===== config.mk =====
export PLATFORM = sky130hd
export DESIGN_NAME = ssom_top
export DESIGN_NICKNAME = d
export VERILOG_FILES = /design/src/design/ssom_pkg.sv /design/src/design/ssom_ms_tick.sv /design/src/design/ssom_reset_detect.sv /design/src/design/ssom_top.sv
export VERILOG_INCLUDE_DIRS = /design/src /design/src/design
export SDC_FILE = /design/constraint.sdc
export NUM_CORES = 1
export LEC_CHECK = 0
export ABC_AREA = 0
export BUFFER_PORTS_ARGS = -buffer_cell sky130_fd_sc_hd__buf_2
export CORE_UTILIZATION = 55
export DETAILED_ROUTE_END_ITERATION = 10
export GPL_ROUTABILITY_DRIVEN = 0
export GPL_TIMING_DRIVEN = 0
export PLACE_DENSITY = 0.73
export RECOVER_POWER = 25
export SLEW_MARGIN = 5
export SYNTH_ARGS = -nofsm -noshare
export SYNTH_HDL_FRONTEND = slang
export SYNTH_SLANG_ARGS = --single-unit
export TNS_END_PERCENT = 100

===== constraint.sdc =====
create_clock -name clock -period 5.9 [get_ports clock]
set_clock_uncertainty 0.1 [all_clocks]
set_input_delay 0.885 -clock clock [delete_from_list [all_inputs] [get_ports clock]]
set_output_delay 0.885 -clock clock [all_outputs]
set_load 0.05 [all_outputs]

===== src/design/ssom_defs.svh =====
// constants of the safety output monitor: codes, timing and reset values
`ifndef SSOM_DEFS_SVH
`define SSOM_DEFS_SVH

// ----------------------------------------
// clock and timing
// ----------------------------------------
`define SSOM_CLOCK_MHZ 125
`define SSOM_TICK_US 1000
`define SSOM_TICK_CYC (`SSOM_TICK_US * `SSOM_CLOCK_MHZ)
`define SSOM_IDLE_FBK_MS 16'h2710
`define SSOM_LAMP_HALF_MS 16'h00FA
`define SSOM_MS_MAX 16'hFFFF

// ----------------------------------------
// relay categories and channel layouts
// ----------------------------------------
`define SSOM_CAT_1 2'h1
`define SSOM_CAT_2 2'h2
`define SSOM_CAT_4 2'h3
`define SSOM_LAYOUT_FOUR_SINGLE 2'h0
`define SSOM_LAYOUT_TWO_DOUBLE 2'h1
`define SSOM_LAYOUT_MIXED 2'h2

// ----------------------------------------
// reset values
// ----------------------------------------
`define SSOM_RST_BIT 1'h0
`define SSOM_RST_MS 16'h0000

`endif


===== src/design/ssom_pkg.sv =====
// types of the safety output monitor
package ssom_pkg;
    typedef enum logic [1:0] {
        ST_OFF,
        ST_WAIT_RESET,
        ST_ON
    } ssom_state_t;
    typedef logic [15:0] ssom_ms_t;
endpackage


===== src/design/ssom_ms_tick.sv =====
// one millisecond tick divided down from the system clock
`timescale 1ns/10ps
`include "ssom_defs.svh"
module ssom_ms_tick #(
    parameter int MS_CYCLES = `SSOM_TICK_CYC
) (
    input wire logic clock,
    input wire logic srst,
    output logic tick
);
    // ----------------------------------------
    // divider
    // ----------------------------------------
    localparam int CW = $clog2(MS_CYCLES);
    localparam logic [CW-1:0] LAST = CW'(MS_CYCLES - 1);
    logic [CW-1:0] div_reg;
    logic tick_reg;
    wire div_wrap = (div_reg == LAST);

    generate
        if (MS_CYCLES < 2) begin : g_bad
            $error("ssom_ms_tick: MS_CYCLES must be at least 2");
        end
    endgenerate

    // count cycles, pulse once per wrap
    always_ff @(posedge clock) begin
        if (srst) begin
            div_reg <= '0;
            tick_reg <= `SSOM_RST_BIT;
        end else begin
            div_reg <= div_wrap ? '0 : div_reg + 1'b1;
            tick_reg <= div_wrap;
        end
    end
    assign tick = tick_reg;
endmodule


===== src/design/ssom_reset_detect.sv =====
// accepts a reset request as a rising edge or as a complete high pulse
`timescale 1ns/10ps
`include "ssom_defs.svh"
module ssom_reset_detect (
    input wire logic clock,
    input wire logic srst,
    input wire logic req_level,
    input wire logic monitored,
    output logic accept
);
    // ----------------------------------------
    // edge tracking
    // ----------------------------------------
    logic prev_reg;
    logic seen_high_reg;
    logic accept_reg;
    wire rise_w = req_level && !prev_reg;
    wire fall_w = !req_level && prev_reg;
    // monitored needs 0-1-0, manual only 0-1
    wire accept_next = monitored ? (fall_w && seen_high_reg) : rise_w;

    // remember a rise until the matching fall
    always_ff @(posedge clock) begin
        if (srst) begin
            prev_reg <= `SSOM_RST_BIT;
            seen_high_reg <= `SSOM_RST_BIT;
            accept_reg <= `SSOM_RST_BIT;
        end else begin
            prev_reg <= req_level;
            seen_high_reg <= rise_w ? 1'b1 : (fall_w ? 1'b0 : seen_high_reg);
            accept_reg <= accept_next;
        end
    end
    assign accept = accept_reg;
endmodule


===== src/design/ssom_top.sv =====
// safety output function block: restart, contactor feedback check, indicators
`timescale 1ns/10ps
`include "ssom_defs.svh"
module ssom_top
    import ssom_pkg::*;
#(
    parameter int MS_CYCLES = `SSOM_TICK_CYC,
    parameter int BLOCK_INDEX = 0
) (
    input wire logic clock,
    input wire logic srst,
    input wire logic block_in,
    input wire logic reset_pin,
    input wire logic feedback_pin,
    input wire logic global_reset_operator,
    input wire logic low_int_in,
    input wire logic cfg_manual_restart,
    input wire logic cfg_monitored_reset,
    input wire logic cfg_fbk_monitor,
    input wire logic [15:0] cfg_fbk_window_ms,
    input wire logic cfg_error_out_en,
    input wire logic cfg_status_en,
    input wire logic cfg_no_test_pulse,
    input wire logic cfg_fbk_unconnected,
    input wire logic cfg_is_relay,
    input wire logic [1:0] cfg_relay_cat,
    input wire logic [1:0] cfg_layout,
    output logic output_channel_a,
    output logic output_channel_b,
    output logic relay_contact_a,
    output logic relay_contact_b,
    output logic error_out,
    output logic clear_indicator_lamp,
    output logic status_out,
    output logic output_test_indicator,
    output logic test_pulse_en,
    output logic safety_lost,
    output logic restart_feedback_exposed,
    output logic low_int_status_out,
    output logic config_fault
);
    // ----------------------------------------
    // parameter checks and layout decoding
    // ----------------------------------------
    generate
        if (BLOCK_INDEX < 0 || BLOCK_INDEX > 3) begin : g_bad_index
            $error("ssom_top: BLOCK_INDEX must be 0 to 3");
        end
        if (MS_CYCLES < 2) begin : g_bad_ms
            $error("ssom_top: MS_CYCLES must be at least 2");
        end
    endgenerate

    localparam logic [1:0] IDX = 2'(BLOCK_INDEX);

    // block slot in use for a layout, and whether it drives a pair
    function automatic logic [1:0] layout_slot(input logic [1:0] lay, input logic [1:0] idx);
        logic [1:0] r;
        r = 2'h0;
        case (lay)
            `SSOM_LAYOUT_FOUR_SINGLE: r = 2'h1;
            `SSOM_LAYOUT_TWO_DOUBLE: r = (idx < 2'h2) ? 2'h3 : 2'h0;
            `SSOM_LAYOUT_MIXED: r = (idx < 2'h2) ? 2'h1 : ((idx == 2'h2) ? 2'h3 : 2'h0);
            default: r = 2'h0;
        endcase
        return r;
    endfunction

    wire [1:0] slot_w = layout_slot(cfg_layout, IDX);
    wire present_w = slot_w[0];
    wire double_w = slot_w[1];

    // ----------------------------------------
    // pin synchronisers
    // ----------------------------------------
    logic [1:0] pin_meta_reg;
    logic [1:0] pin_sync_reg;
    wire [1:0] pin_raw_w = {reset_pin, feedback_pin};

    // two flops per pin, first stage read only by the second
    genvar gi;
    generate
        for (gi = 0; gi < 2; gi++) begin : g_sync
            always_ff @(posedge clock) begin
                if (srst) begin
                    pin_meta_reg[gi] <= `SSOM_RST_BIT;
                    pin_sync_reg[gi] <= `SSOM_RST_BIT;
                end else begin
                    pin_meta_reg[gi] <= pin_raw_w[gi];
                    pin_sync_reg[gi] <= pin_meta_reg[gi];
                end
            end
        end
    endgenerate

    // synchronised levels, bit 1 is the pushbutton
    wire reset_level_w = pin_sync_reg[1];
    wire fbk_w = pin_sync_reg[0];

    // ----------------------------------------
    // helpers: millisecond tick and reset acceptance
    // ----------------------------------------
    logic ms_tick;
    logic reset_accept;

    ssom_ms_tick #(
        .MS_CYCLES(MS_CYCLES)
    ) i_ssom_ms_tick (
        .clock(clock),
        .srst(srst),
        .tick(ms_tick)
    );

    ssom_reset_detect i_ssom_reset_detect (
        .clock(clock),
        .srst(srst),
        .req_level(reset_level_w),
        .monitored(cfg_monitored_reset),
        .accept(reset_accept)
    );

    // ----------------------------------------
    // category decoding
    // ----------------------------------------
    wire cat1_w = cfg_is_relay && (cfg_relay_cat == `SSOM_CAT_1);
    wire cat2_w = cfg_is_relay && (cfg_relay_cat == `SSOM_CAT_2);
    wire cat4_w = cfg_is_relay && (cfg_relay_cat == `SSOM_CAT_4);
    wire cat_ok_w = !cfg_is_relay || cat1_w || cat2_w || cat4_w;
    // cat 2 with manual restart and monitoring is not a legal setup
    wire cat2_mix_w = cat2_w && cfg_fbk_monitor && cfg_manual_restart;
    // cat 1 must not ask for contactor monitoring
    wire cat1_mon_w = cat1_w && cfg_fbk_monitor;
    wire cfg_bad_w = !present_w || !cat_ok_w || cat2_mix_w || cat1_mon_w;
    // effective monitoring: off in cat 1, forced on in cat 4
    wire mon_eff_w = cat4_w ? 1'b1 : (cat1_w ? 1'b0 : cfg_fbk_monitor);

    // ----------------------------------------
    // restart state machine
    // ----------------------------------------
    ssom_state_t state_reg;
    ssom_state_t state_next;
    logic fault_reg;
    logic fault_set_w;

    // off until input high, waits for reset when manual restart is chosen
    always_comb begin
        state_next = state_reg;
        case (state_reg)
            ST_OFF: begin
                if (block_in && !fault_reg && !cfg_bad_w) begin
                    state_next = cfg_manual_restart ? ST_WAIT_RESET : ST_ON;
                end
            end
            ST_WAIT_RESET: begin
                if (!block_in || fault_reg || cfg_bad_w) begin
                    state_next = ST_OFF;
                end else if (reset_accept) begin
                    state_next = ST_ON;
                end
            end
            ST_ON: begin
                // a fall of the input always drops back, so with manual restart a new reset is needed
                if (!block_in || fault_reg || fault_set_w || cfg_bad_w) begin
                    state_next = ST_OFF;
                end
            end
            default: state_next = ST_OFF;
        endcase
    end

    always_ff @(posedge clock) begin
        if (srst) begin
            state_reg <= ST_OFF;
        end else begin
            state_reg <= state_next;
        end
    end

    wire out_on_next = (state_next == ST_ON);
    logic out_on_reg;

    // ----------------------------------------
    // feedback window counter
    // ----------------------------------------
    ssom_ms_t ms_cnt_reg;
    wire out_change_w = (out_on_next != out_on_reg);
    wire ms_sat_w = (ms_cnt_reg == `SSOM_MS_MAX);

    // restarts at each output change, counts ms ticks, saturates
    always_ff @(posedge clock) begin
        if (srst) begin
            ms_cnt_reg <= `SSOM_RST_MS;
            out_on_reg <= `SSOM_RST_BIT;
        end else begin
            out_on_reg <= out_on_next;
            if (out_change_w) begin
                ms_cnt_reg <= `SSOM_RST_MS;
            end else if (ms_tick && !ms_sat_w) begin
                ms_cnt_reg <= ms_cnt_reg + 16'h0001;
            end
        end
    end

    // ----------------------------------------
    // feedback check
    // ----------------------------------------
    // contacts are normally closed: feedback is expected opposite to output
    wire fbk_expect_w = !out_on_reg;
    // relays are checked both ways, the semiconductor pair while on; without
    // monitoring the feedback must return high within the fixed idle window
    wire check_mon_w = mon_eff_w && (cfg_is_relay || out_on_reg);
    wire check_idle_w = !mon_eff_w && !cfg_fbk_unconnected && !out_on_reg;
    wire check_en_w = check_mon_w || check_idle_w;
    wire ssom_ms_t limit_w = mon_eff_w ? cfg_fbk_window_ms : `SSOM_IDLE_FBK_MS;
    // the count can run up to one tick ahead of real time, so only a count past the window is late
    wire late_w = ms_sat_w || (ms_cnt_reg > limit_w);
    assign fault_set_w = check_en_w && late_w && (fbk_w != fbk_expect_w);

    // fault latch, a new fault wins over a clear in the same cycle
    always_ff @(posedge clock) begin
        if (srst) begin
            fault_reg <= `SSOM_RST_BIT;
        end else if (fault_set_w) begin
            fault_reg <= 1'b1;
        end else if (global_reset_operator) begin
            fault_reg <= 1'b0;
        end
    end

    logic error_reg;

    // error output holds until power cycle or global reset, set wins
    always_ff @(posedge clock) begin
        if (srst) begin
            error_reg <= `SSOM_RST_BIT;
        end else if (fault_set_w && cfg_error_out_en) begin
            error_reg <= 1'b1;
        end else if (global_reset_operator) begin
            error_reg <= 1'b0;
        end
    end

    // ----------------------------------------
    // clear indicator lamp flashing
    // ----------------------------------------
    ssom_ms_t lamp_cnt_reg;
    logic lamp_reg;
    wire lamp_wrap_w = (lamp_cnt_reg == `SSOM_LAMP_HALF_MS - 16'h0001);

    // toggles every half period while a feedback fault is latched
    always_ff @(posedge clock) begin
        if (srst || !fault_reg) begin
            lamp_cnt_reg <= `SSOM_RST_MS;
            lamp_reg <= `SSOM_RST_BIT;
        end else if (ms_tick) begin
            lamp_cnt_reg <= lamp_wrap_w ? `SSOM_RST_MS : lamp_cnt_reg + 16'h0001;
            lamp_reg <= lamp_wrap_w ? !lamp_reg : lamp_reg;
        end
    end

    // ----------------------------------------
    // output drive decoding
    // ----------------------------------------
    // fault as it stands after this edge, so the test indicator drops with it
    wire fault_after_w = fault_set_w || (fault_reg && !global_reset_operator);
    wire semi_a_w = out_on_next && !cfg_is_relay;
    wire semi_b_w = out_on_next && !cfg_is_relay && double_w;
    wire relay_a_w = out_on_next && cfg_is_relay;
    wire relay_b_w = out_on_next && cat4_w;
    wire ote_w = cat2_w && !cfg_bad_w && !fault_after_w;
    wire status_w = cfg_status_en && out_on_next;
    wire expose_w = cfg_manual_restart || mon_eff_w;

    // every output leaves a flip-flop: channel drives first
    always_ff @(posedge clock) begin
        if (srst) begin
            output_channel_a <= `SSOM_RST_BIT;
            output_channel_b <= `SSOM_RST_BIT;
            relay_contact_a <= `SSOM_RST_BIT;
            relay_contact_b <= `SSOM_RST_BIT;
        end else begin
            output_channel_a <= semi_a_w;
            output_channel_b <= semi_b_w;
            relay_contact_a <= relay_a_w;
            relay_contact_b <= relay_b_w;
        end
    end

    // indicators that follow the block state, and the registered copy of low_int_in
    always_ff @(posedge clock) begin
        if (srst) begin
            output_test_indicator <= `SSOM_RST_BIT;
            status_out <= `SSOM_RST_BIT;
            low_int_status_out <= `SSOM_RST_BIT;
        end else begin
            output_test_indicator <= ote_w;
            status_out <= status_w;
            low_int_status_out <= low_int_in;
        end
    end

    // outputs decoded from the configuration alone
    always_ff @(posedge clock) begin
        if (srst) begin
            test_pulse_en <= `SSOM_RST_BIT;
            safety_lost <= `SSOM_RST_BIT;
            restart_feedback_exposed <= `SSOM_RST_BIT;
            config_fault <= `SSOM_RST_BIT;
        end else begin
            test_pulse_en <= !cfg_no_test_pulse && !cfg_is_relay;
            safety_lost <= cfg_no_test_pulse && !cfg_is_relay;
            restart_feedback_exposed <= expose_w;
            config_fault <= cfg_bad_w;
        end
    end

    assign error_out = error_reg;
    assign clear_indicator_lamp = lamp_reg;
endmodule


### After elaboration in Yosys (flattened, before gate mapping)

Index checks and enable logic that the tools add are counted.

* register bits after elaboration: 74
* word-level logic and storage cells: 130

* add/sub/neg operators: 3
* magnitude comparators: 1
* equal/unequal tests: 13
* multiplexer cells: 17
* reduce and logical (&&, ||, !) cells: 69

Operators with widths (count)
* adder 16 x 1 -> 16 bit (second input constant): 2
* 2-to-1 mux 16 bit: 2
* logical AND 1 bit: 28
* adder 17 x 1 -> 17 bit (second input constant): 1
* equality test 17 bit (second input constant): 1
* equality test 16 bit (second input constant): 1
* equality test 16 x 8 -> 1 bit (second input constant): 1
* > comparator 16 bit: 1
* logical NOT 1 bit: 16
* logical OR 1 bit: 16
* equality test 2 bit (second input constant): 5
* 2-to-1 mux 2 bit: 5
* 2-to-1 mux 1 bit: 8
* equality test 2 x 1 -> 1 bit (second input constant): 3
* case mux 2 bit (3 select lines): 1
* nonzero test 2 bit: 3
* OR reduction 2 bit: 3
* logical NOT 2 bit: 2
* case mux 2 bit (2 select lines): 1
* != test 1 bit: 2
* AND reduction 2 bit: 1

### Logic depth before layout (Yosys ltp)

Gate-level depths: netlist (run 1).

* depth after elaboration: 17
* depth in mapped cells: 13
* depth with buffers taken out: 10

### Cells and area by module

A second synthesis (run 1) with hierarchy kept.

* cells, all modules: 447
* area, all modules: 3891.2 um^2

Modules (own cells, without submodules)
* ssom_top: times used 1, cells an instance 341, area an instance 2935.3 um^2, sequential area each 1061.0 um^2
* ssom_ms_tick: times used 1, cells an instance 93, area an instance 825.8 um^2, sequential area each 360.3 um^2
* ssom_reset_detect: times used 1, cells an instance 13, area an instance 130.1 um^2, sequential area each 60.1 um^2

### Worst setup path after synthesis (run 1)

OpenSTA, ideal clock, no wires.

* kind: input-to-reg
* start point: input port cfg_is_relay
* end point: register ms_cnt_reg[10]
* arrival time: 3.329 ns
* data required time: 5.728 ns
* slack: 2.400 ns
* stages on the path: 13
* buffers on the path: 3
* cells stage by stage: buf_6 -> and3_4 -> a21o_2 -> clkbuf_1 -> nand2_1 -> ha_1 -> nand4_1 -> nor4_1 -> nand2_1 -> o31a_1 -> a211oi_2 -> buf_6 -> mux2i_1

* cells in the longest elaborated chain, start to end: 16
* elaborated cells between the ends (all ways): 39
* those cells by class: order compare (1); eq/ne (2); mux (7); reduce/logical (29)

RTL lines
* start, declared: RTL line ssom_top.sv:25 `input wire logic cfg_is_relay,`
* branches (longest 12 deep; another with > comparator 16 bit)
* case mux 2 bit (3 select lines) *: RTL line ssom_top.sv:148 `case (state_reg)`
* equality test 2 bit *: RTL line ssom_top.sv:179 `wire out_on_next = (state_next == ST_ON);`
* != test 1 bit *: RTL line ssom_top.sv:186 `wire out_change_w = (out_on_next != out_on_reg);`
* OR reduction 2 bit (no line) *
* end signal, assigned: RTL line ssom_top.sv:192 `` ms_cnt_reg <= `SSOM_RST_MS; ``
* end signal, assigned: RTL line ssom_top.sv:197 `` ms_cnt_reg <= `SSOM_RST_MS; ``
* end signal, assigned: RTL line ssom_top.sv:199 `ms_cnt_reg <= ms_cnt_reg + 16'h0001;`
* end, declared: RTL line ssom_top.sv:185 `ssom_ms_t ms_cnt_reg;`

Every way passes the cells marked *.
A chain may end at the register's enable or synchronous reset.

### Final worst setup path (run 1)

* start point: input port cfg_relay_cat[0]
* end point: register ms_cnt_reg[10]

* cells in the longest elaborated chain, start to end: 17
* elaborated cells between the ends (all ways): 40
* those cells by class: order compare (1); eq/ne (5); mux (7); reduce/logical (27)

RTL lines
* start, declared: RTL line ssom_top.sv:26 `input wire logic [1:0] cfg_relay_cat,`
* branches (longest 13 deep; another with > comparator 16 bit)
* case mux 2 bit (3 select lines) *: RTL line ssom_top.sv:148
* equality test 2 bit *: RTL line ssom_top.sv:179
* != test 1 bit *: RTL line ssom_top.sv:186
* OR reduction 2 bit (no line) *

Marked as above.

==> results of run 1 <==
==> kinds of logic after synthesis <==
logic type | Yosys count | share of synthesized area, %
compound gates | 41 | 7.18
xor+xnor | 42 | 9.55
fa+ha+maj | 22 | 7.15
buf+inv | 24 | 2.92
flops | 74 | 38.5
mux | 19 | 4.97
simple gates | 226 | 29.7
==> cells in the final DEF, fill, tap and decap left out, drive strengths merged, types with 3 or more instances in the layout <==
master   n
bufinv   3
nor2    58
o21ai    7
mux2i   18
nand3   20
o211ai   5
and2b    3
dfxtp   74
and3b    3
and4     6
xnor2   21
buf     50
nor4     4
nor3b    4
nor4b    3
nand2b   4
and3    13
clkbuf  21
nand4   16
nor3     6
and2     3
nor2b    8
a21o     3
a21boi   3
nand2   67
a21oi   13
inv     10
xor2    21
ha      22
==> how the worst max path moves through the flow <==
stage,start,to
6_report,cfg_relay_cat[0],ms_cnt_reg[10]
5_1_grt,cfg_relay_cat[0],ms_cnt_reg[8]
4_1_cts,cfg_relay_cat[0],ms_cnt_reg[10]
3_5_place_dp,cfg_relay_cat[0],ms_cnt_reg[7]
3_3_place_gp,cfg_relay_cat[0],ms_cnt_reg[7]
2_1_floorplan,cfg_is_relay,ms_cnt_reg[10]
==> report_power, final <==
| part | leakage (nW) | internal (mW) | switching (mW) |
|---|---|---|---|
| logic | 1.02 | 0.0335 | 0.0489 |
| clock network | 0.120 | 0.284 | 0.203 |
| registers | 0.599 | 0.506 | 0.00351 |
| total | 1.74 | 0.824 | 0.256 |
==> per-layer routing <==
metal | global-route usage (%) | wire length [µm]
met1 | 29.3 | 3760
met2 | 40.0 | 3830
met3 | 3.75 | 369
met4 | 10.6 | 167
met5 | 0 | 0
==> cell type report <==
type	count	area, µm²
Multi-Input combinational cell	350	2260
Buffer	16	82.6
Timing Repair Buffer	46	229
Sequential cell	74	1480
Clock buffer	9	124
Tap cell	96	120
Clock inverter	7	124
Inverter	8	30.0
Fill cell	595	2350
==> through the flow <==
step	setup WS, ns	instance area, µm²	std cells	util [%]
2_1_floorplan	2.40	3850	448	-
3_3_place_gp	1.76	4200	590	61.8
3_5_place_dp	1.70	4200	590	61.8
4_1_cts	2.04	4450	606	65.5
5_1_grt	1.73	4450	606	65.5
6_report	2.03	4450	606	65.5
==> critical path: cells and delay by family <==
family / cells / cell delay (ns)
AO/OA/AOI/OAI: 3 / 0.79
adder cells (fa/ha/maj): 1 / 0.33
buffers and inverters: 3 / 0.74
multiplexers: 1 / 0.20
AND/OR/NAND/NOR: 5 / 1.09
==> reports/summary.txt, run 1 <==
Hold_sp: i_ssom_ms_tick.div_reg[0]
Most numerous cell in the Yosys netlist: dfxtp_1
Final ANT Viol Nets: 0
Die W: 85.7 µm
Worst slew pin tran: 0.628 ns
Synth cell types: 53
DIE AREA: 0.00734 mm²
Routed vias: 3266
Via density: 5.39
CTS clk-pin slew, worst paths: 0.08 ns
Total Nets Final: 562
Critical path data arrival time: 4.05 ns
Max cap viols: 0
First-pass GRT wire length: 13600 µm
Initial antenna violation count: 0
Sequential area share after synthesis: 38.5%
IO Pins: 48
Cell mode on critical path: nand2_1
Largest net degree at the start of global routing: 15
Drc violations: 0
Critical R2R Capture: ms_cnt_reg[10]
Crit path max-delay cell type: nor4_1
Power density cells: 243 mW/mm²
Syn Inst Count: 448
Status: completed
Vias in the first global route: 3051
Layout cells sized above 1: 14.9%
Cell Chain, Critical Path: buf_2, and3_4, a21o_2, clkbuf_1, nand2_1, ha_1, nand4_1, nor4_1, nand2_1, o31a_1, a211oi_2, buf_6, mux2i_1
Post-synth top area cell: dfxtp_1
Final hold vios: 0
Detailed Routing Iterations Pass 1: 5
Average cell area after synthesis: 8.59 µm²
WS Path Type: input pin to register
Synth Register Bits: 74
R2r startpoint: ms_cnt_reg[13]
Cell count of the worst reg-to-reg path: 8
Antenna Cells: 0
DRT iter0 DRCs: 130
Total GRT Usage: 23.5%
Worst skew pair latency: 0.36 ns
Cts hold-fix bufs: 0
Top cells by count, synth: 74 x dfxtp_1, 67 x nand2_1, 58 x nor2_1, 22 x ha_1
Post-DP HPWL: 5850 µm
Crit path max fanout: 10
Critical Path RT: 6.08 ns
RSZ-0062 raised after global routing: false
Hold Path Sink: i_ssom_ms_tick.div_reg[0]
Per-cell routed wire length: 13.4 µm
Reg-to-reg slack, setup: 3.19 ns
Net count after synthesis: 505
Async S/R FF share, synth: 0%
Fin. max-slew vios: 0
CP Capture Type: register
Starting Density: 56.7%
Final setup violating endpoints: 0
Slew headroom: 57.8%
CTS tree: yes
Postcts setup bufs: 0
Fin crit share: 65.5%
Hold slack: 0.349 ns
Clock Sinks: 74
Root Buffer: clkbuf_8
Pleak: 1.74 nW
VDD IR-drop max: 0.0000997 V
Placeable Area: 0.00679 mm²
Most used flip-flop cell after synthesis: dfxtp_1
Final Total Pwr: 1.08 mW
Worst Hold Class: register to register
Num CTS Buffers: 9
Number of flip-flops in the largest register: 17
Setup TNS: 0 ns
Worst Hold Depth: 1
Max Fclk: 0.259 GHz
I/O Buffers: 46
Chip height: 85.7 µm
Max incr delay on CP: 0.50 ns
Gr ovfl total: 0
Number of placement rows: 30
Warnings, synthesis: 0
Top post-synthesis cells by area: dfxtp_1 38%, ha_1 7.1%, nand2_1 6.5%
Area growth, synth to finish: 15.5%
EDFF count, synth: 0
Clock Tree Buf Depth: 2
Resize count post-CTS: 0
Top-area cell type share of the netlist area: 38.5%
Crit start category: input pin
Final wirelength: 8120 µm
Syn Std Cell Area: 0.00385 mm²
H-Tree Depth: 3
Post-route minimum period: 3.87 ns
Power figures use the tool's default switching activity.
==> run 2: changes to the inputs <==
--- a/config.mk
+++ b/config.mk
@@ -6,7 +6,7 @@
 export SDC_FILE = /design/constraint.sdc
 export NUM_CORES = 1
 export LEC_CHECK = 0
-export ABC_AREA = 0
+export ABC_AREA = 1
 export BUFFER_PORTS_ARGS = -buffer_cell sky130_fd_sc_hd__buf_2
 export CORE_UTILIZATION = 55
 export DETAILED_ROUTE_END_ITERATION = 10
==> constraint.sdc (replaced) <==
create_clock -name clock -period 3.7 [get_ports clock]
set_clock_uncertainty 0.1 [all_clocks]
set_input_delay 0.555 -clock clock [delete_from_list [all_inputs] [get_ports clock]]
set_output_delay 0.555 -clock clock [all_outputs]
set_load 0.05 [all_outputs]
==> reports/summary.txt, run 2 <==
CTS clk-pin slew, worst paths: 0.08 ns (about the same)
Sequential area share after synthesis: 40.3% (+1.8 points)
Reg-to-reg slack, setup: 1.40 ns (-1.79 ns)
Detailed Routing Iterations Pass 1: 4 (-1)
Top post-synthesis cells by area: dfxtp_1 40%, nand2_1 9.6%, inv_1 8.5%
Gr ovfl total: 0 (unchanged)
Critical Path RT: 3.87 ns (-2.21 ns)
Crit start category: input pin
Number of flip-flops in the largest register: 17 (unchanged)
Worst Hold Class: input pin to register
Hold slack: 0.288 ns (-0.0604 ns)
Final hold vios: 0 (unchanged)
Non-filler cells, final: 644 (+6.3%)
CP Capture Type: register
Cts hold-fix bufs: 0 (unchanged)
RSZ-0062 raised after global routing: false
Root Buffer: clkbuf_8
Placeable Area: 0.00639 mm² (-6.0%)
Number of placement rows: 29 (-3.3%)
Vias in the first global route: 3071 (+0.66%)
Simple-gate share of the synthesized area: 29.2% (-0.53 points)
Total Nets Final: 620 (+10%)
Syn Inst Count: 505 (+13%)
Final non-filler cell area: 0.00416 mm² (-6.4%)
Async S/R FF share, synth: 0% (unchanged)
Most frequent cells in the layout: 94 x nand2_1, 84 x inv_1, 76 x nor2_1
Synth cell types: 33 (-38%)
WS Path Type: input pin to register
H-Tree Depth: 3 (unchanged)
Post-Route Utilization: 65.1% (-0.31 points)
Post-Synth Adder-Cell Area: 7.48% (+0.33 points)
Top-area cell type share of the netlist area: 40.3% (+1.8 points)
Post-DP Area: 0.00401 mm² (-4.5%)
Most numerous cell in the Yosys netlist: nand2_1
Chip height: 83.8 µm (-2.2%)
Fin crit share: 84.5%
First-pass GRT wire length: 12700 µm (-6.1%)
Net count after synthesis: 562 (+11%)
Post-synthesis mux area share: 0% (-5.0 points)
Pleak: 1.76 nW (+0.80%)
I/O Buffers: 47 (+2.2%)
Largest family of logic cells by synthesized area: simple AND/OR/NAND/NOR gates
Top cells by count, synth: 94 x nand2_1, 83 x inv_1, 76 x nor2_1, 74 x dfxtp_1, 30 x a21oi_1
Max cap viols: 0 (unchanged)
Cell count of the worst reg-to-reg path: 17 (+9)
Complex-gate fraction of the synthesized area: 8.64% (+1.5 points)
Status: completed
Die W: 83.8 µm (-2.2%)
Starting Density: 57.6% (+0.95 points)
Final Total Pwr: 1.46 mW (+36%)
Clock Sinks: 74 (unchanged)
Postcts setup bufs: 0 (unchanged)
Final worst setup slack: 0.574 ns (-1.46 ns)
Syn Std Cell Area: 0.00368 mm² (-4.4%)
Via density: 4.92 (-8.8%)
Critical path data arrival time: 3.29 ns (-0.76 ns)
Most used flip-flop cell after synthesis: dfxtp_1
Area growth, synth to finish: 13.1%
Layout cells sized above 1: 13.4% (-1.5 points)
Largest net degree at the start of global routing: 13 (-2)
Final wirelength: 7080 µm (-13%)
Routed vias: 3166 (-3.1%)
Setup TNS: 0 ns (unchanged)
Worst skew pair latency: 0.33 ns (-0.03 ns)
DIE AREA: 0.00702 mm² (-4.3%)
Clock Tree Buf Depth: 2 (unchanged)
Post-synth top area cell: dfxtp_1
IO Pins: 48 (unchanged)
CTS tree: yes
Xor/xnor cell area share of the yosys netlist: 5.00% (-4.6 points)
Resize count post-CTS: 0 (unchanged)
Average cell area after synthesis: 7.29 µm² (-15%)
Worst slew pin tran: 0.608 ns (-0.0192 ns)
Final setup violating endpoints: 0 (unchanged)
Total GRT Usage: 21.9% (-1.6 points)
R2r startpoint: ms_cnt_reg[5]
Fillers: 605 (+1.7%)
CP Launch Point: cfg_is_relay
DRT iter0 DRCs: 130 (unchanged)
Per-cell routed wire length: 11.0 µm (-18%)
Synth Register Bits: 74 (unchanged)
Fin. max-slew vios: 0 (unchanged)
Slew headroom: 59.6% (+1.8 points)
Placement Setup Slack: 0.356 ns (-1.34 ns)
EDFF count, synth: 0 (unchanged)
Critical R2R Capture: ms_cnt_reg[11]
Drc violations: 0 (unchanged)
Num CTS Buffers: 9 (unchanged)
VDD IR-drop max: 0.000285 V (+190%)
Crit path max fanout: 10 (unchanged)
Critical path capture point: ms_cnt_reg[11]
Final ANT Viol Nets: 0 (unchanged)
Power density cells: 352 mW/mm² (+45%)
Placed Cells: 629 (+6.6%)
Max Fclk: 0.320 GHz
Warnings, synthesis: 0 (unchanged)
Commonest non-fill, non-tap cell in the layout: nand2_1
Initial antenna violation count: 0 (unchanged)
Post-DP HPWL: 5510 µm (-5.8%)
Post-route minimum period: 3.13 ns
Antenna Cells: 0 (unchanged)
==> run 2: cell count changes in the layout (fill, tap and decap cells not counted), moves of 12 or more <==
cell / previous run / this run
xnor2_1: 21 / 8
nor2_1: 58 / 76
nand2_1: 67 / 94
and3_1: 12 / 0
inv_1: 8 / 84
a21oi_1: 13 / 30
mux2i_1: 18 / 0
==> run 2: kinds of logic (layout without fill, tap and decap cells) <==
group                    after synthesis  count (layout)
adder cells (fa/ha/maj)               22              22
XOR/XNOR                              21              21
AND/OR/NAND/NOR                      240             240
AO/OA/AOI/OAI                         58              58
buffers and inverters                 90             152
flip-flops                            74              74
==> run 2: critical path, stage by stage <==
cell and delay (ns):
clkbuf_1 0.25, nand3_2 0.14, nand2_2 0.13, clkbuf_1 0.34, nand2_1 0.12, ha_1 0.31, a21oi_1 0.15, nor2_1 0.05
nor2_1 0.11, nand2_1 0.08, nand2_1 0.06, nand2_1 0.05, nand2_1 0.06, nand2_1 0.09, nand2_1 0.10, nand2_1 0.05
nand2_1 0.12, nand2_1 0.09, nand2_2 0.08, nand3_4 0.11, buf_6 0.19, nor2_2 0.07
==> run 2: cell type report <==
type / instances / area, µm² / area share (%)
Clock inverter: 4 / 28.8 / 0.692
Multi-Input combinational cell: 341 / 1850 / 44.5
Tap cell: 77 / 96.3 / 2.32
Buffer: 5 / 27.5 / 0.662
Inverter: 85 / 319 / 7.67
Clock buffer: 11 / 131 / 3.16
Sequential cell: 74 / 1480 / 35.6
Timing Repair Buffer: 47 / 224 / 5.38
==> run 2: power breakdown <==
group          switching (mW)  internal (mW)
sequential            0.00563          0.808
clock                   0.286          0.242
combinational          0.0792         0.0428
==> run 2: layer usage <==
metal	vias to the layer above	global-route usage [%]	part of all wire [%]
li1	1713	-	-
met1	1393	28.4	50
met2	56	36.7	47
met3	4	2.97	2.7
met4	0	8.78	0.89
met5	-	0	0
==> run 2: worst min path at each step <==
stage,start,to,slack (ns),cells after the start
2_1_floorplan,pin_meta_reg[0],fbk_w,0.29,2
3_3_place_gp,pin_meta_reg[1],reset_level_w,0.29,2
3_5_place_dp,pin_meta_reg[1],reset_level_w,0.30,2
4_1_cts,cfg_no_test_pulse,test_pulse_en,0.27,2
5_1_grt,cfg_no_test_pulse,test_pulse_en,0.28,2
6_report,cfg_no_test_pulse,test_pulse_en,0.29,2
==> run 3: changes to the inputs <==
--- a/config.mk
+++ b/config.mk
@@ -8,7 +8,7 @@
 export LEC_CHECK = 0
 export ABC_AREA = 1
 export BUFFER_PORTS_ARGS = -buffer_cell sky130_fd_sc_hd__buf_2
-export CORE_UTILIZATION = 55
+export CORE_UTILIZATION = 52
 export DETAILED_ROUTE_END_ITERATION = 10
 export GPL_ROUTABILITY_DRIVEN = 0
 export GPL_TIMING_DRIVEN = 0
==> constraint.sdc (replaced) <==
create_clock -name clock -period 2.6 [get_ports clock]
set_clock_uncertainty 0.1 [all_clocks]
set_input_delay 0.39 -clock clock [delete_from_list [all_inputs] [get_ports clock]]
set_output_delay 0.39 -clock clock [all_outputs]
set_load 0.05 [all_outputs]
==> reports/summary.txt, run 3 (synthesis results as in run 2) <==
CTS clk-pin slew, worst paths: 0.07 ns (about the same)
WS Path Type: input pin to register
Worst path top cell family by delay: simple AND/OR/NAND/NOR gates
Setup TNS: 0 ns (unchanged)
Power density cells: 513 mW/mm² (+46%)
Post-DP HPWL: 5480 µm (-0.54%)
Fin. max-slew vios: 0 (unchanged)
Largest net degree at the start of global routing: 13 (unchanged)
Crit path max fanout: 5 (-5)
Final worst setup slack: 0.104 ns (-0.470 ns)
Pleak: 1.83 nW (+4.3%)
Total Nets Final: 623 (+0.48%)
First-pass GRT wire length: 12700 µm (-0.38%)
Gr ovfl total: 0 (unchanged)
Die W: 86.1 µm (+2.8%)
Area growth, synth to finish: 19.1%
Bufs and invs on worst path: 3 (unchanged)
Max incr delay on CP: 0.28 ns (-0.06 ns)
Most frequent cells in the layout: 87 x nand2_1, 84 x inv_1, 76 x nor2_1
Commonest non-fill, non-tap cell in the layout: nand2_1
Num CTS Buffers: 9 (unchanged)
Slew headroom: 59.8% (+0.15 points)
Critical Path RT: 2.79 ns (-1.08 ns)
DRT iter0 DRCs: 103 (-21%)
Post-route minimum period: 2.50 ns
Sw Pwr: 0.553 mW (+49%)
Via density: 4.93 (+0.36%)
Per-cell routed wire length: 11.1 µm (+1.2%)
Final hold vios: 0 (unchanged)
Seq pwr share: 51.5% (-4.1 points)
Sw frac: 24.6% (-0.72 points)
Power Internal: 1.69 mW (+55%)
Layout cells sized above 1: 17.0% (+3.6 points)
Antenna Cells: 0 (unchanged)
Worst skew pair latency: 0.35 ns (+0.02 ns)
Post-Route Utilization: 64.2% (-0.99 points)
Chip height: 86.1 µm (+2.8%)
Cell Chain, Critical Path: buf_2, nand3_2, nand2_4, buf_6, nand2_2, ha_4, nand4_1, nor3_4, nand3_1, nand2_1, nand2_2, nand2_2, nand2_1, nand2_2, nand2_1, nand2_2, nand3_4, clkbuf_16, nor2_2
Placed Cells: 648 (+3.0%)
Status: completed
Placement Setup Slack: -0.613 ns (-0.969 ns)
Routed vias: 3281 (+3.6%)
Detailed Routing Iterations Pass 1: 4 (unchanged)
Final setup violating endpoints: 0 (unchanged)
CP Capture Type: register
Clock group share of total power: 39.1% (+3.0 points)
H-Tree Depth: 3 (unchanged)
Cts hold-fix bufs: 0 (unchanged)
DIE AREA: 0.00742 mm² (+5.6%)
Initial antenna violation count: 0 (unchanged)
I/O Buffers: 47 (unchanged)
Crit start category: input pin
CTS tree: yes
Critical path data arrival time: 2.68 ns (-0.61 ns)
Cell mode on critical path: nand2_2
Final ANT Viol Nets: 0 (unchanged)
Max Fclk: 0.401 GHz
Starting Density: 53.9% (-3.8 points)
Worst slew pin tran: 0.606 ns (-0.00231 ns)
Crit path max-delay cell type: ha_4
IO Pins: 48 (unchanged)
Max cap viols: 0 (unchanged)
Fin crit share: 96.0%
Root Buffer: clkbuf_8
Clock Sinks: 74 (unchanged)
Placeable Area: 0.00683 mm² (+7.0%)
Drc violations: 0 (unchanged)
Clock Tree Buf Depth: 2 (unchanged)
Final Total Pwr: 2.25 mW (+54%)
Vias in the first global route: 3065 (-0.20%)
Total GRT Usage: 21.5% (-0.41 points)
Worst Hold Class: input pin to register
VDD IR-drop max: 0.000357 V (+25%)
Gate power share: 9.4% (+1.1 points)
Number of placement rows: 30 (+3.4%)
Non-filler cells, final: 665 (+3.3%)
Number of flip-flops in the largest register: 17 (unchanged)
Final wirelength: 7390 µm (+4.5%)
-- run 3: cell types whose count changed in the layout (fill, tap and decap cells not counted), sizes merged --
cell,change
buf,+5
clkbuf,-3
bufinv,+1
inv,-1
-- run 3: worst reg2reg max path: cells and delay by family, from the launching register on --
family / cells / cell delay [ns]
adder cells (fa/ha/maj): 1 / 0.31
AND/OR/NAND/NOR: 12 / 1.22
flip-flops: 1 / 0.38
buffers and inverters: 1 / 0.20
-- run 3: metrics by stage --
step	area [µm²]	hold WS [ns]
global placement	4040	0.290
floorplan	3680	0.288
global route	4380	0.127
finish	4380	0.120
CTS	4240	0.108
detailed placement	4040	0.300
-- run 3: timing repair --
item,4_1_cts,5_1_grt
setup endpoints to repair,23,23
gates resized for setup,3,26
buffers inserted,0,1
gates cloned,0,2
pin swaps,0,7
-- run 3: area by class of cell --
| type | instances | area, µm² |
|---|---|---|
| clock inverters | 4 | 53.8 |
| flip-flops and latches | 74 | 1480 |
| clock buffers | 10 | 138 |
| repair buffers | 50 | 285 |
| fillers | 641 | 2450 |
| well taps | 96 | 120 |
| inverters | 85 | 322 |
| plain buffers | 5 | 43.8 |
| multi-input cells | 341 | 1940 |
-- run 3: final timing paths --
kind | from | to | slack, ns | depth (start not counted)
worst min register to register | pin_meta_reg[0] | fbk_w | 0.31 | 2
worst max register to register | ms_cnt_reg[11] | ms_cnt_reg[5] | 0.34 | 14
worst min-delay path | cfg_no_test_pulse | test_pulse_en | 0.12 | 2
worst max-delay path | cfg_relay_cat[0] | ms_cnt_reg[5] | 0.10 | 19
-- run 3: power by group through the flow --
stage	clock network [mW]	registers, mW	logic [mW]
after floorplan	0	1.21	0.0951
after global placement	0	1.18	0.172
after detailed placement	0	1.18	0.177
after CTS	0.899	1.16	0.179
after global routing	0.950	1.16	0.233
final	0.879	1.16	0.211
-- run 3: layer usage --
layer | vias to the layer above | global-route usage, % | wire length, µm | share of wire, %
li1 | 1715 | - | - | -
met4 | 0 | 9.09 | 128 | 1.7
met1 | 1503 | 26.2 | 3550 | 48
met3 | 13 | 3.37 | 191 | 2.6
met2 | 50 | 37.5 | 3520 | 48
met5 | - | 0 | 0 | 0
